**src/ewf_pkg.sv**
```systemverilog
// constants shared by the external and wakeup interrupt flag block
package ewf_pkg;
  localparam int unsigned ADDR_W = 8;
  localparam int unsigned DATA_W = 32;
  localparam int unsigned REG_W = 8;
  localparam int unsigned EXT_N = 2;
  localparam int unsigned WAKE_N = 6;
  localparam int unsigned EVT_N = 9;
  // register byte offsets
  localparam logic [7:0] OFF_EXT_FLAGS = 8'h00;
  localparam logic [7:0] OFF_WAKE_FLAGS = 8'h04;
  localparam logic [7:0] OFF_EDGE_SEL_1 = 8'h08;
  localparam logic [7:0] OFF_EDGE_SEL_2 = 8'h0C;
  localparam logic [7:0] OFF_INT_ENABLE = 8'h10;
  localparam logic [7:0] OFF_EXT_PIN_MODE = 8'h14;
  localparam logic [7:0] OFF_WAKE_PIN_MODE = 8'h18;
  localparam logic [7:0] OFF_SYS_CTRL_2 = 8'h1C;
  localparam logic [7:0] OFF_EVT_STATUS = 8'h20;
  localparam logic [7:0] OFF_EVT_MASK = 8'h24;
  // bit positions in the flag, edge, enable, pin mode and system control 2 bytes
  localparam int unsigned BIT_DT = 7;
  localparam int unsigned BIT_RSVD_ZERO = 6;
  localparam int unsigned BIT_WAKE_EN = 5;
  localparam int unsigned BIT_I3 = 3;
  localparam int unsigned BIT_I0 = 0;
  localparam int unsigned BIT_DT_ENABLE = 3;
  // event status layout
  localparam int unsigned EVT_DT = 8;
  localparam int unsigned EVT_I3 = 7;
  localparam int unsigned EVT_I0 = 6;
  // fixed read patterns of reserved bits
  localparam logic [7:0] EXT_FLAGS_ONES = 8'h30;
  localparam logic [7:0] WAKE_FLAGS_ONES = 8'hC0;
  localparam logic [7:0] EDGE_SEL_1_ONES = 8'h70;
  localparam logic [7:0] EDGE_SEL_2_ONES = 8'hC0;
  localparam logic [7:0] INT_ENABLE_ONES = 8'h10;
  // reset values
  localparam logic [EXT_N-1:0] EXT_RST = 2'h0;
  localparam logic [WAKE_N-1:0] WAKE_RST = 6'h00;
  localparam logic [EVT_N-1:0] EVT_RST = 9'h000;
  localparam logic [DATA_W-1:0] DATA_RST = 32'h0000_0000;
endpackage

```
**src/ewf_reg_if.sv**
```systemverilog
// register access carrier between the bus slave and the flag logic
`timescale 1ns/10ps
`default_nettype none
interface ewf_reg_if;
  logic [ewf_pkg::ADDR_W-1:0] addr;
  logic [ewf_pkg::DATA_W-1:0] wdata;
  logic wr_stb;
  logic [ewf_pkg::DATA_W-1:0] rdata;
  logic hit;
  modport bus
  (
    output addr,
    output wdata,
    output wr_stb,
    input rdata,
    input hit
  );
  modport regs
  (
    input addr,
    input wdata,
    input wr_stb,
    output rdata,
    output hit
  );
endinterface
`default_nettype wire

```
**src/ewf_edge_det.sv**
```systemverilog
// per-pin selectable edge detector for interrupt inputs
`timescale 1ns/10ps
`default_nettype none
module ewf_edge_det #(
  parameter int unsigned W = 2
) (
  // clock and reset
  input wire logic clk_i,
  input wire logic reset_n_i,
  // pins and settings
  input wire logic [W-1:0] pin_i,
  input wire logic [W-1:0] rise_sel_i,
  input wire logic [W-1:0] arm_i,
  // one-cycle edge hits
  output logic [W-1:0] hit_o
);
  logic [W-1:0] prev_r;
  logic vld_r;

  // no edge is reported before the first sample after reset
  always_ff @(posedge clk_i or negedge reset_n_i)
  begin
    if (!reset_n_i)
    begin
      prev_r <= '0;
      vld_r <= 1'b0;
    end
    else
    begin
      prev_r <= pin_i;
      vld_r <= 1'b1;
    end
  end

  // select 1 takes the rising edge, 0 the falling edge
  assign hit_o = arm_i & {W{vld_r}} &
    ((rise_sel_i & pin_i & ~prev_r) | (~rise_sel_i & ~pin_i & prev_r));
endmodule
`default_nettype wire

```
**src/ewf_apb_slave.sv**
```systemverilog
// apb slave with no wait state, registered answer
`timescale 1ns/10ps
`default_nettype none
module ewf_apb_slave (
  // clock and reset
  input wire logic clk_i,
  input wire logic reset_n_i,
  // apb
  input wire logic psel_i,
  input wire logic penable_i,
  input wire logic pwrite_i,
  input wire logic [ewf_pkg::ADDR_W-1:0] paddr_i,
  input wire logic [ewf_pkg::DATA_W-1:0] pwdata_i,
  output logic [ewf_pkg::DATA_W-1:0] prdata_o,
  output logic pready_o,
  output logic pslverr_o,
  // register side
  ewf_reg_if.bus rif
);
  import ewf_pkg::*;
  logic pready_r;
  logic pslverr_r;
  logic [DATA_W-1:0] prdata_r;
  logic setup;

  assign setup = psel_i & ~penable_i;
  assign rif.addr = paddr_i;
  assign rif.wdata = pwdata_i;
  // a write takes effect only at the edge that completes the access
  assign rif.wr_stb = psel_i & penable_i & pready_r & pwrite_i;

  always_ff @(posedge clk_i or negedge reset_n_i)
  begin
    if (!reset_n_i)
      pready_r <= 1'b0;
    else
      pready_r <= setup;
  end

  // read data and error are captured in the setup cycle
  always_ff @(posedge clk_i or negedge reset_n_i)
  begin
    if (!reset_n_i)
    begin
      prdata_r <= DATA_RST;
      pslverr_r <= 1'b0;
    end
    else if (setup)
    begin
      prdata_r <= pwrite_i ? DATA_RST : rif.rdata;
      pslverr_r <= ~rif.hit;
    end
  end

  assign prdata_o = prdata_r;
  assign pready_o = pready_r;
  assign pslverr_o = pslverr_r;
endmodule
`default_nettype wire

```
**src/ewf_ext_wakeup_irq_flags.sv**
```systemverilog
// external and wakeup interrupt request flags with apb registers
// Functional notes
// - sleep with direct transition enabled sets the direct-transition flag.
// - writing 0 to bit 7 clears the direct-transition flag.
// - bit 6 of the external flag register reads as 0.
// - bits 5,4 of external flags and 7,6 of wakeup flags read 1.
// - bits 2 and 1 of the external flag register read as 0.
// - selected edge on armed pin 3 sets external flag bit 3.
// - selected edge on armed pin 0 sets external flag bit 0.
// - writing 0 to bit 3 or bit 0 clears that external flag.
// - selected edge on armed wake pin n sets wakeup flag bit n.
// - writing 0 clears only that wakeup flag, others unaffected.
// - all request flags are 0 after reset.
// - edge select 0 means falling, 1 means rising, per pin.
// - one common enable gates all six wake flags; ext pins own enables.
`timescale 1ns/10ps
`default_nettype none
module ewf_ext_wakeup_irq_flags (
  // clock and reset
  input wire logic clk_i,
  input wire logic reset_n_i,
  // apb
  input wire logic psel_i,
  input wire logic penable_i,
  input wire logic pwrite_i,
  input wire logic [ewf_pkg::ADDR_W-1:0] paddr_i,
  input wire logic [ewf_pkg::DATA_W-1:0] pwdata_i,
  output logic [ewf_pkg::DATA_W-1:0] prdata_o,
  output logic pready_o,
  output logic pslverr_o,
  // pins and sleep event
  input wire logic ext_int_pin_3_i,
  input wire logic ext_int_pin_0_i,
  input wire logic [ewf_pkg::WAKE_N-1:0] wake_pin_i,
  input wire logic sleep_direct_i,
  // requests toward the cpu
  output logic direct_transition_req_o,
  output logic ext_int_3_req_o,
  output logic ext_int_0_req_o,
  output logic wakeup_req_o,
  output logic irq_o
);
  import ewf_pkg::*;

  ewf_reg_if u_rif();

  logic direct_transition_flag_r;
  logic [EXT_N-1:0] ext_flag_r;
  logic [WAKE_N-1:0] wake_flag_r;
  logic [EXT_N-1:0] ext_edge_sel_r;
  logic [WAKE_N-1:0] wake_edge_sel_r;
  logic [EXT_N-1:0] ext_enable_r;
  logic dt_enable_r;
  logic wakeup_common_enable_r;
  logic [EXT_N-1:0] ext_pin_mode_r;
  logic [WAKE_N-1:0] wake_pin_mode_r;
  logic direct_transition_enable_r;
  logic [EVT_N-1:0] evt_status_r;
  logic [EVT_N-1:0] evt_mask_r;
  logic dt_req_r;
  logic i3_req_r;
  logic i0_req_r;
  logic wake_req_r;
  logic irq_r;
  logic [EXT_N-1:0] ext_set;
  logic [WAKE_N-1:0] wake_set;
  logic dt_set;
  logic [EVT_N-1:0] evt_set;
  logic [EXT_N-1:0] ext_keep;
  logic [WAKE_N-1:0] wake_keep;
  logic dt_keep;
  logic [REG_W-1:0] wbyte;
  logic [REG_W-1:0] rbyte;
  logic rhit;

  function automatic logic reg_wr(input logic stb, input logic [ADDR_W-1:0] a,
                                  input logic [ADDR_W-1:0] off);
    reg_wr = stb && (a == off);
  endfunction

  ewf_apb_slave u_apb (
    .clk_i(clk_i),
    .reset_n_i(reset_n_i),
    .psel_i(psel_i),
    .penable_i(penable_i),
    .pwrite_i(pwrite_i),
    .paddr_i(paddr_i),
    .pwdata_i(pwdata_i),
    .prdata_o(prdata_o),
    .pready_o(pready_o),
    .pslverr_o(pslverr_o),
    .rif(u_rif.bus)
  );

  ewf_edge_det #(.W(EXT_N)) u_ext_edge (
    .clk_i(clk_i),
    .reset_n_i(reset_n_i),
    .pin_i({ext_int_pin_3_i, ext_int_pin_0_i}),
    .rise_sel_i(ext_edge_sel_r),
    .arm_i(ext_pin_mode_r),
    .hit_o(ext_set)
  );

  ewf_edge_det #(.W(WAKE_N)) u_wake_edge (
    .clk_i(clk_i),
    .reset_n_i(reset_n_i),
    .pin_i(wake_pin_i),
    .rise_sel_i(wake_edge_sel_r),
    .arm_i(wake_pin_mode_r),
    .hit_o(wake_set)
  );

  assign wbyte = u_rif.wdata[REG_W-1:0];
  assign dt_set = sleep_direct_i & direct_transition_enable_r;
  assign evt_set = {dt_set, ext_set, wake_set};

  // a flag keeps its value unless its bit is written with 0
  assign dt_keep = ~reg_wr(u_rif.wr_stb, u_rif.addr, OFF_EXT_FLAGS) | wbyte[BIT_DT];
  assign ext_keep = reg_wr(u_rif.wr_stb, u_rif.addr, OFF_EXT_FLAGS) ?
                    {wbyte[BIT_I3], wbyte[BIT_I0]} : {EXT_N{1'b1}};
  assign wake_keep = reg_wr(u_rif.wr_stb, u_rif.addr, OFF_WAKE_FLAGS) ?
                     wbyte[WAKE_N-1:0] : {WAKE_N{1'b1}};

  // set has priority over a clearing write
  always_ff @(posedge clk_i or negedge reset_n_i)
  begin
    if (!reset_n_i)
    begin
      direct_transition_flag_r <= 1'b0;
      ext_flag_r <= EXT_RST;
      wake_flag_r <= WAKE_RST;
    end
    else
    begin
      direct_transition_flag_r <= dt_set | (direct_transition_flag_r & dt_keep);
      ext_flag_r <= ext_set | (ext_flag_r & ext_keep);
      wake_flag_r <= wake_set | (wake_flag_r & wake_keep);
    end
  end

  // control registers
  always_ff @(posedge clk_i or negedge reset_n_i)
  begin
    if (!reset_n_i)
    begin
      ext_edge_sel_r <= EXT_RST;
      wake_edge_sel_r <= WAKE_RST;
      ext_enable_r <= EXT_RST;
      dt_enable_r <= 1'b0;
      wakeup_common_enable_r <= 1'b0;
      ext_pin_mode_r <= EXT_RST;
      wake_pin_mode_r <= WAKE_RST;
      direct_transition_enable_r <= 1'b0;
      evt_mask_r <= EVT_RST;
    end
    else
    begin
      if (reg_wr(u_rif.wr_stb, u_rif.addr, OFF_EDGE_SEL_1))
        ext_edge_sel_r <= {wbyte[BIT_I3], wbyte[BIT_I0]};
      if (reg_wr(u_rif.wr_stb, u_rif.addr, OFF_EDGE_SEL_2))
        wake_edge_sel_r <= wbyte[WAKE_N-1:0];
      if (reg_wr(u_rif.wr_stb, u_rif.addr, OFF_INT_ENABLE))
      begin
        dt_enable_r <= wbyte[BIT_DT];
        wakeup_common_enable_r <= wbyte[BIT_WAKE_EN];
        ext_enable_r <= {wbyte[BIT_I3], wbyte[BIT_I0]};
      end
      if (reg_wr(u_rif.wr_stb, u_rif.addr, OFF_EXT_PIN_MODE))
        ext_pin_mode_r <= {wbyte[BIT_I3], wbyte[BIT_I0]};
      if (reg_wr(u_rif.wr_stb, u_rif.addr, OFF_WAKE_PIN_MODE))
        wake_pin_mode_r <= wbyte[WAKE_N-1:0];
      if (reg_wr(u_rif.wr_stb, u_rif.addr, OFF_SYS_CTRL_2))
        direct_transition_enable_r <= wbyte[BIT_DT_ENABLE];
      if (reg_wr(u_rif.wr_stb, u_rif.addr, OFF_EVT_MASK))
        evt_mask_r <= u_rif.wdata[EVT_N-1:0];
    end
  end

  // sticky event log, write 1 to clear, new event wins
  always_ff @(posedge clk_i or negedge reset_n_i)
  begin
    if (!reset_n_i)
      evt_status_r <= EVT_RST;
    else if (reg_wr(u_rif.wr_stb, u_rif.addr, OFF_EVT_STATUS))
      evt_status_r <= evt_set | (evt_status_r & ~u_rif.wdata[EVT_N-1:0]);
    else
      evt_status_r <= evt_set | evt_status_r;
  end

  // cpu requests and interrupt line
  always_ff @(posedge clk_i or negedge reset_n_i)
  begin
    if (!reset_n_i)
    begin
      dt_req_r <= 1'b0;
      i3_req_r <= 1'b0;
      i0_req_r <= 1'b0;
      wake_req_r <= 1'b0;
      irq_r <= 1'b0;
    end
    else
    begin
      dt_req_r <= direct_transition_flag_r & dt_enable_r;
      i3_req_r <= ext_flag_r[1] & ext_enable_r[1];
      i0_req_r <= ext_flag_r[0] & ext_enable_r[0];
      wake_req_r <= (|wake_flag_r) & wakeup_common_enable_r;
      irq_r <= |(evt_status_r & evt_mask_r);
    end
  end

  assign direct_transition_req_o = dt_req_r;
  assign ext_int_3_req_o = i3_req_r;
  assign ext_int_0_req_o = i0_req_r;
  assign wakeup_req_o = wake_req_r;
  assign irq_o = irq_r;

  // read decode
  always_comb
  begin
    rbyte = '0;
    rhit = 1'b1;
    if (u_rif.addr == OFF_EXT_FLAGS)
    begin
      rbyte = EXT_FLAGS_ONES;
      rbyte[BIT_DT] = direct_transition_flag_r;
      rbyte[BIT_I3] = ext_flag_r[1];
      rbyte[BIT_I0] = ext_flag_r[0];
    end
    else if (u_rif.addr == OFF_WAKE_FLAGS)
      rbyte = WAKE_FLAGS_ONES | {2'h0, wake_flag_r};
    else if (u_rif.addr == OFF_EDGE_SEL_1)
    begin
      rbyte = EDGE_SEL_1_ONES;
      rbyte[BIT_I3] = ext_edge_sel_r[1];
      rbyte[BIT_I0] = ext_edge_sel_r[0];
    end
    else if (u_rif.addr == OFF_EDGE_SEL_2)
      rbyte = EDGE_SEL_2_ONES | {2'h0, wake_edge_sel_r};
    else if (u_rif.addr == OFF_INT_ENABLE)
    begin
      rbyte = INT_ENABLE_ONES;
      rbyte[BIT_DT] = dt_enable_r;
      rbyte[BIT_WAKE_EN] = wakeup_common_enable_r;
      rbyte[BIT_I3] = ext_enable_r[1];
      rbyte[BIT_I0] = ext_enable_r[0];
    end
    else if (u_rif.addr == OFF_EXT_PIN_MODE)
    begin
      rbyte[BIT_I3] = ext_pin_mode_r[1];
      rbyte[BIT_I0] = ext_pin_mode_r[0];
    end
    else if (u_rif.addr == OFF_WAKE_PIN_MODE)
      rbyte = {2'h0, wake_pin_mode_r};
    else if (u_rif.addr == OFF_SYS_CTRL_2)
      rbyte[BIT_DT_ENABLE] = direct_transition_enable_r;
    else if ((u_rif.addr == OFF_EVT_STATUS) || (u_rif.addr == OFF_EVT_MASK))
      rbyte = '0;
    else
      rhit = 1'b0;
  end

  assign u_rif.hit = rhit;
  assign u_rif.rdata = (u_rif.addr == OFF_EVT_STATUS) ? {23'h0, evt_status_r} :
                       (u_rif.addr == OFF_EVT_MASK) ? {23'h0, evt_mask_r} :
                       {24'h0, rbyte};

  property p_dt_set;
    @(posedge clk_i) disable iff (!reset_n_i)
    (sleep_direct_i && direct_transition_enable_r) |=> direct_transition_flag_r;
  endproperty
  a_dt_set: assert property (p_dt_set) else $error("direct flag not set");

  property p_dt_clr;
    @(posedge clk_i) disable iff (!reset_n_i)
    (u_rif.wr_stb && u_rif.addr == OFF_EXT_FLAGS && !u_rif.wdata[BIT_DT] && !dt_set)
      |=> !direct_transition_flag_r;
  endproperty
  a_dt_clr: assert property (p_dt_clr) else $error("direct flag not cleared");

  property p_rsvd_zero;
    @(posedge clk_i) disable iff (!reset_n_i)
    (u_rif.addr == OFF_EXT_FLAGS) |-> !u_rif.rdata[BIT_RSVD_ZERO];
  endproperty
  a_rsvd_zero: assert property (p_rsvd_zero) else $error("bit 6 not zero");

  property p_rsvd_ones;
    @(posedge clk_i) disable iff (!reset_n_i)
    ((u_rif.addr == OFF_EXT_FLAGS) |-> (u_rif.rdata[5:4] == 2'h3)) and
    ((u_rif.addr == OFF_WAKE_FLAGS) |-> (u_rif.rdata[7:6] == 2'h3));
  endproperty
  a_rsvd_ones: assert property (p_rsvd_ones) else $error("reserved ones wrong");

  property p_rsvd_low;
    @(posedge clk_i) disable iff (!reset_n_i)
    (u_rif.addr == OFF_EXT_FLAGS) |-> (u_rif.rdata[2:1] == 2'h0);
  endproperty
  a_rsvd_low: assert property (p_rsvd_low) else $error("bits 2:1 not zero");

  property p_i3_set;
    @(posedge clk_i) disable iff (!reset_n_i)
    ext_set[1] |=> ext_flag_r[1] && $past(ext_pin_mode_r[1]);
  endproperty
  a_i3_set: assert property (p_i3_set) else $error("ext 3 flag not set");

  property p_i0_set;
    @(posedge clk_i) disable iff (!reset_n_i)
    ext_set[0] |=> ext_flag_r[0] && $past(ext_pin_mode_r[0]);
  endproperty
  a_i0_set: assert property (p_i0_set) else $error("ext 0 flag not set");

  property p_ext_clr;
    @(posedge clk_i) disable iff (!reset_n_i)
    (u_rif.wr_stb && u_rif.addr == OFF_EXT_FLAGS && ext_set == 2'h0)
      |=> ext_flag_r == ($past(ext_flag_r) & $past({u_rif.wdata[BIT_I3], u_rif.wdata[BIT_I0]}));
  endproperty
  a_ext_clr: assert property (p_ext_clr) else $error("ext flag clear wrong");

  property p_wake_set;
    @(posedge clk_i) disable iff (!reset_n_i)
    (|wake_set) |=> ((wake_flag_r & $past(wake_set)) == $past(wake_set));
  endproperty
  a_wake_set: assert property (p_wake_set) else $error("wake flag not set");

  property p_wake_clr;
    @(posedge clk_i) disable iff (!reset_n_i)
    (u_rif.wr_stb && u_rif.addr == OFF_WAKE_FLAGS && wake_set == 6'h00)
      |=> wake_flag_r == ($past(wake_flag_r) & $past(u_rif.wdata[WAKE_N-1:0]));
  endproperty
  a_wake_clr: assert property (p_wake_clr) else $error("wake clear wrong");

  property p_reset_zero;
    @(posedge clk_i) disable iff (!reset_n_i)
    !$past(reset_n_i) |-> (!direct_transition_flag_r && ext_flag_r == 2'h0 && wake_flag_r == 6'h00);
  endproperty
  a_reset_zero: assert property (p_reset_zero) else $error("flags not zero at reset");

  property p_rise_sel;
    @(posedge clk_i) disable iff (!reset_n_i)
    ($past(reset_n_i) && ext_pin_mode_r[1] && ext_edge_sel_r[1] &&
     ext_int_pin_3_i && !$past(ext_int_pin_3_i)) |=> ext_flag_r[1];
  endproperty
  a_rise_sel: assert property (p_rise_sel) else $error("rising edge missed");

  property p_wake_req;
    @(posedge clk_i) disable iff (!reset_n_i)
    $past(reset_n_i) |-> (wakeup_req_o == ($past(|wake_flag_r) && $past(wakeup_common_enable_r)));
  endproperty
  a_wake_req: assert property (p_wake_req) else $error("wake request wrong");

  property p_write_one;
    @(posedge clk_i) disable iff (!reset_n_i)
    (u_rif.wr_stb && u_rif.addr == OFF_WAKE_FLAGS && u_rif.wdata[WAKE_N-1:0] == 6'h3F)
      |=> $stable(wake_flag_r) or (wake_flag_r != $past(wake_flag_r) && $past(|wake_set));
  endproperty
  a_write_one: assert property (p_write_one) else $error("write one changed flag");

  property p_set_wins;
    @(posedge clk_i) disable iff (!reset_n_i)
    (ext_set[0] && u_rif.wr_stb && u_rif.addr == OFF_EXT_FLAGS) |=> ext_flag_r[0];
  endproperty
  a_set_wins: assert property (p_set_wins) else $error("set lost to clear");
endmodule
`default_nettype wire

```
**config.mk**
```make
export PLATFORM = sky130hd
export DESIGN_NAME = ewf_ext_wakeup_irq_flags
export DESIGN_NICKNAME = d
export VERILOG_FILES = /design/src/ewf_pkg.sv /design/src/ewf_reg_if.sv /design/src/ewf_edge_det.sv /design/src/ewf_apb_slave.sv /design/src/ewf_ext_wakeup_irq_flags.sv
export SDC_FILE = /design/constraint.sdc
export NUM_CORES = 1
export LEC_CHECK = 0
export BUFFER_PORTS_ARGS = -buffer_cell sky130_fd_sc_hd__buf_2
export CAP_MARGIN = 20
export CORE_ASPECT_RATIO = 0.6
export CORE_MARGIN = 3
export CORE_UTILIZATION = 30
export DETAILED_ROUTE_END_ITERATION = 8
export GPL_TIMING_DRIVEN = 0
export PLACE_DENSITY_LB_ADDON = 0.25
export SETUP_SLACK_MARGIN = 0.1
export SKIP_CTS_REPAIR_TIMING = 1
export SKIP_LAST_GASP = 1
export SLEW_MARGIN = 20
export SYNTH_ARGS = -nofsm -noshare
export SYNTH_HDL_FRONTEND = slang
export SYNTH_SLANG_ARGS = --single-unit
```
**constraint.sdc**
```tcl
create_clock -name clk_i -period 3 [get_ports clk_i]
set_input_delay 0.6 -clock clk_i [delete_from_list [all_inputs] [get_ports clk_i]]
set_output_delay 0.6 -clock clk_i [all_outputs]
set_load 0.05 [all_outputs]
```
==> impl_metrics.yaml, run 1 <==
run_status:
  status: "completed"
cts:
  clk_latency_ns: 0.34
  cts_root_buf: "clkbuf_16"
  cts.sinks: 73
  h-tree-depth: 3
  cts_buffers: 9
  cts_tree: "built"
  clockBufferDepth: 2
  cts.clk_slew.worst_paths_ns: 0.06
synthesis:
  synth_edf_count: 0
  avgSynthCellArea_um2: 10.0
  postSynthCellCount: 364
  ys_seq_elements: 73
  ys_seq_area_share_pct: 50.2
  synth_top_area_cell: "dfrtp_1"
  yosys.cell_types.count: 50
  ys_warn_count: 0
  syn_area_mm2: 0.00364
  synth_common_cells: "dfrtp_1 (73), nand2_1 (66), o21ai_0 (37), mux2_2 (24)"
  synthArstFlopShare_pct: 100
  synthTopCellsByArea: "dfrtp_1 (50%), mux2_2 (7.4%), nand2_1 (6.8%)"
  synthFlopType: "dfrtp_1"
  yosysMostFrequentCell: "dfrtp_1"
  synth_top_area_share_pct: 50.2
sta:
  worst_pin_slew_ns: 0.969
  clock_skew_ns: 0.00751
  period_minus_slack_ns: 2.30
  hold_violations: 0
  clock.fmax_mhz: 434
  final.setup.worst_slack_ns: 0.698
  setup_viol: 0
  period_share_pct: 76.7
  slew_violations: 0
  holdWs_ns: 0.169
  rsz0062_at_grt: "no"
  setup_tns_ns: 0
  slew_headroom_pct: 34.5
global_route:
  grt_max_degree: 50
  grt_pass1_wl_um: 16700
  antenna_found_initial: 0
  overflow: 0
  grt_pass1_vias: 2898
  grt_usage_pct: 16.4
floorplan:
  row_count: 30
  dieWidth_um: 148
  die_y_um: 91.4
  dieArea_mm2: 0.0135
  start_util_pct: 31.5
  core-area_mm2: 0.0116
  ios: 93
min_path:
  hold_path_class: "in -> async"
layout:
  design_area_mm2: 0.00447
  final_net_count: 495
  diodes: 0
  fill_cells: 1205
  drive_above_1_share_pct: 28.5
  utilization_pct: 38.6
  syn_to_final_growth_pct: 22.7
route:
  wire_per_inst_um: 17.8
  viasPerCell: 4.97
  num_vias: 3014
  drtIter0Drc: 290
  drc_errors: 0
  drt_pre_antenna_iters: 6
  totalWireLength_um: 10800
  ant_nets: 0
place:
  place.port_buffers: 43
  gp_congestion: 0.911
  placed_area_mm2: 0.00417
  dp_hpwl_um: 8330
  post-place-ws_ns: 0.434
power_and_ir_drop:
  p_per_area_mw_per_mm2: 520
  vdd_drop_max_v: 0.000273
  p_leak_uw: 0.00224
worst_setup_path:
  max_stage_delay_ns: 0.81
  crit_arrival_ns: 2.52
  path_cells: "buf_2 > nor4b_1 > and3_1 > buf_2 > mux2_2"
  cp-end-kind: "flop"
  crit_type: "in -> reg"
  critPathMaxFanout: 9
  worstPathRequired_ns: 3.22
  startpoint_type: "primary input"
  critPathSlowestCell: "nor4b_1"
  worst_path_most_repeated_cell: "buf_2"
flow_run:
  cap_violations: 0
==> worst max-delay path: cells and delay by family <==
family,cells,cell delay (ns)
simple gates,2,1.08
buf+inv,2,0.48
mux,1,0.37
==> layer usage <==
layer	up-vias	part of all wire [%]	wire (um)	track usage, %
li1	1412	-	-	-
met1	1438	52	5620	27.0
met2	150	37	3990	20.3
met3	14	10	1080	4.49
met4	0	0.69	74	4.46
met5	-	0	0	0
==> layout by cell type (no fill, tap or decap), types with 9 or more instances in the layout <==
cell type | synthesis | routed
buf_2 | 7 | 49
buf_4 | 23 | 24
clkbuf_16 | 0 | 9
conb_1 | 2 | 24
dfrtp_1 | 73 | 73
mux2_2 | 24 | 24
nand2_1 | 66 | 66
nand3_1 | 20 | 20
nor2_1 | 23 | 23
o21ai_0 | 37 | 37
==> layout make-up <==
type / instances / area (um^2) / area share [%]
inverters: 3 / 11.3 / 0.252
flip-flops and latches: 73 / 1830 / 40.9
clock inverters: 5 / 55.1 / 1.23
multi-input cells: 273 / 1650 / 37.0
clock buffers: 11 / 243 / 5.43
well taps: 160 / 200 / 4.48
plain buffers: 37 / 234 / 5.24
repair buffers: 44 / 245 / 5.49
==> registers in the layout, summed over array words and instances (netlist names), 6 cells and up <==
name and count:
u_apb.prdata_o 9, wake_flag_r 6, wake_pin_mode_r 6, evt_mask_r 9, evt_status_r 9, wake_edge_sel_r 6
u_wake_edge.prev_r 6
==> power breakdown <==
group | switching [uW] | internal (uW) | leakage [uW]
logic | 169 | 64.2 | 0.00111
registers | 10.4 | 999 | 0.000992
clock network | 416 | 663 | 0.000142
==> stage by stage <==
stage,total power (uW),cells
after floorplan,1170,386
after global placement,1250,589
after detailed placement,1260,590
after CTS,2340,606
after global routing,2410,606
final,2320,606
==> path summary, 6_finish.rpt <==
check,slack [ns],startpoint,end,cells past startpoint
worst max-delay path,0.70,paddr_i[5],evt_mask_r[6],5
worst min-delay path,0.17,reset_n_i,u_apb.prdata_o[7],1
worst max register to register,1.07,u_apb.pready_o,wake_pin_mode_r[4],5
worst min register to register,0.47,u_apb.prdata_o[6],u_apb.prdata_o[6],2
max in group asynchronous,2.27,reset_n_i,wake_flag_r[3],2
min in group clk_i,0.39,wake_pin_i[4],u_wake_edge.prev_r[4],1
==> cell families (layout without fill, tap and decap cells) <==
group           count (synthesis)  after routing  synth area share (%)
flops                          73             73                  50.2
compound gates                 69             69                  11.9
simple gates                  145            145                  19.4
other cells                     2             24                 0.206
buf+inv                        40            100                  6.73
mux                            35             35                  11.6
Note: power is estimated with default switching activity, not from simulation.
==> inputs of run 2 (changes only) <==
ABC_AREA = 1   (was unset)
clock period = 2.15 ns   (was 3 ns; I/O delays follow)
==> run 2 against run 1 <==
Non-clock buffer count fell by 4; global-route usage fell by 1.1 points; final cell count rose by 8.4%; utilization fell by 0.30 points; critical path depth rose by 4; clock power rose by 30%; largest cell class unchanged.
==> impl_metrics.yaml, run 2 <==
layout:
  final_net_count: 546
  layout_commonest_cell: "nand2_1"
  syn_to_final_growth_pct: 23.5
  final_cell_mix: "nand2_1 (113), dfrtp_1 (73), o21ai_0 (64), buf_2 (47), inv_1 (36)"
  utilization_pct: 38.3
  drive_above_1_share_pct: 22.5
  fill_cells: 1178
  diodes: 0
floorplan:
  die_y_um: 90.3
  row_count: 30
  dieArea_mm2: 0.0132
  ios: 93
  core-area_mm2: 0.0114
  dieWidth_um: 147
  start_util_pct: 31.0
worst_setup_path:
  r2r-end: "evt_status_r[8]"
  critPathSlowestCell: "o21ai_0"
  regToRegSetupSlack_ns: 0.46
  startpoint_type: "primary input"
  path_cells: "buf_2 > nor2_4 > nand2_1 > nor2_2 > inv_2 > nor2_4 > nand2_1 > o21ai_0 > o21ai_0"
  worstPathRequired_ns: 2.36
  max_stage_delay_ns: 0.28
  rr_worst_depth: 5
  crit_arrival_ns: 1.93
  crit_type: "in -> reg"
  cp-end-kind: "flop"
  r2r_start: "u_apb.pready_o"
  critPathMaxFanout: 9
sta:
  period_share_pct: 79.8
  clock.fmax_mhz: 583
  setup_tns_ns: 0
  setup_viol: 0
  period_minus_slack_ns: 1.72
  worst_pin_slew_ns: 0.577
  hold_violations: 0
  slew_violations: 0
  rsz0062_at_grt: "no"
  slew_headroom_pct: 61.5
  clock_skew_ns: 0.00557
synthesis:
  syn_area_mm2: 0.00355
  postSynthCellCount: 411
  synth-compound-area-share_pct: 16.3
  avgSynthCellArea_um2: 8.65
  muxShareOfSynthArea_pct: 0
  synthFlopType: "dfrtp_1"
  synth_top_family_by_area: "simple AND/OR/NAND/NOR gates"
  synthArstFlopShare_pct: 100
  ys_seq_elements: 73
  synth_edf_count: 0
  ys_warn_count: 0
  synthXorXnorAreaFrac_pct: 0
  yosys.area_share.adder_pct: 0
  yosys.cell_types.count: 35
  synthTopCellsByArea: "dfrtp_1 (51%), nand2_1 (12%), o21ai_0 (9.0%)"
  synth_common_cells: "nand2_1 (113), dfrtp_1 (73), o21ai_0 (64), inv_1 (36), buf_4 (23)"
  ys_seq_area_share_pct: 51.4
  yosysMostFrequentCell: "nand2_1"
  synth_top_area_cell: "dfrtp_1"
  synth_top_area_share_pct: 51.4
  synthSimpleGateAreaFrac_pct: 22.1
global_route:
  grt_pass1_vias: 2872
  grt_usage_pct: 15.3
  grt_max_degree: 58
  grt_pass1_wl_um: 15900
  overflow: 0
  antenna_found_initial: 0
cts:
  h-tree-depth: 3
  clk_latency_ns: 0.34
  cts.clk_slew.worst_paths_ns: 0.06
  cts.sinks: 73
  clockBufferDepth: 2
  cts_root_buf: "clkbuf_16"
  cts_buffers: 9
  cts_tree: "built"
route:
  num_vias: 2991
  totalWireLength_um: 9620
  ant_nets: 0
  drt_pre_antenna_iters: 5
  drtIter0Drc: 196
  drc_errors: 0
  viasPerCell: 4.55
  wire_per_inst_um: 14.6
power_and_ir_drop:
  p_per_area_mw_per_mm2: 709
  vdd_drop_max_v: 0.000377
  p_leak_uw: 0.00235
run_status:
  status: "completed"
place:
  place.port_buffers: 46
  gp_congestion: 0.845
  dp_hpwl_um: 7440
min_path:
  min-delay-start: "ext_int_pin_3_i"
  hold_path_class: "in -> reg"
  hold_end: "u_ext_edge.prev_r[1]"
  whs_path_depth: 1
flow_run:
  cap_violations: 0
-- run 2: cell count changes after synthesis, sizes merged, moves of 5 or more --
| cell | previous run | this run |
|---|---|---|
| a21o | 0 | 8 |
| a21oi | 6 | 11 |
| and2 | 7 | 0 |
| inv | 3 | 40 |
| mux2 | 30 | 0 |
| nand2 | 67 | 114 |
| nand2b | 5 | 0 |
| nand3 | 20 | 12 |
| nand4 | 1 | 9 |
| o21ai | 37 | 68 |
-- run 2: cell type report --
class	instances	area, um^2	share of cell area, %
inverters	40	150	3.42
repair buffers	48	270	6.16
multi-input cells	291	1460	33.1
well taps	160	200	4.56
plain buffers	29	205	4.67
clock inverters	5	30.0	0.684
clock buffers	11	253	5.76
flip-flops and latches	73	1830	41.6
-- run 2: logic make-up (layout without fill, tap and decap cells) --
logic type | count (synthesis) | after routing
other | 2 | 24
AO/OA/AOI/OAI | 102 | 102
AND/OR/NAND/NOR | 165 | 165
buffers and inverters | 69 | 133
flip-flops | 73 | 73
-- run 2: stage by stage --
| step | std cells | instance area (um^2) | hold slack [ns] | total power [uW] | setup WS, ns |
|---|---|---|---|---|---|
| floorplan | 433 | 3640 | 0.134 | 1640 | 0.572 |
| global placement | 639 | 4070 | 0.460 | 1730 | 0.108 |
| detailed placement | 640 | 4100 | 0.317 | 1740 | 0.0737 |
| CTS | 656 | 4380 | -0.0431 | 3150 | 0.429 |
| global route | 657 | 4390 | 0.221 | 3230 | 0.300 |
| finish | 657 | 4390 | 0.223 | 3110 | 0.434 |
-- run 2: layer usage --
metal  track usage (%)  routed length [um]  share of wire, %  vias to the layer above
li1                  -                   -                 -                     1481
met5                 0                   0                 0                        -
met2              20.0                3820                40                       92
met3              4.36                 546               5.7                        9
met1              24.4                5160                54                     1409
met4              3.76                  91              0.95                        0
-- run 2: power by group --
part	switching (uW)	total [uW]	internal, uW
Clock	560	1400	836
Sequential	15.8	1410	1400
Combinational	219	304	84.8
Total	794	3110	2320
-- run 2: worst max path at each step --
stage                      endpoint            from  depth (start not counted)  slack, ns
floorplan             evt_mask_r[8]  u_apb.pready_o                          6       0.57
global placement    evt_status_r[8]      paddr_i[1]                          9       0.11
detailed placement  evt_status_r[8]      paddr_i[1]                          9       0.07
CTS                 evt_status_r[8]      paddr_i[1]                          9       0.43
global route        evt_status_r[8]      paddr_i[1]                          9       0.30
finish              evt_status_r[8]      paddr_i[1]                          9       0.43
-- run 2: worst max-delay path, delay by kind of cell --
family	cells	cell delay (ns)
simple gates	5	0.89
compound gates	2	0.40
buf+inv	2	0.20
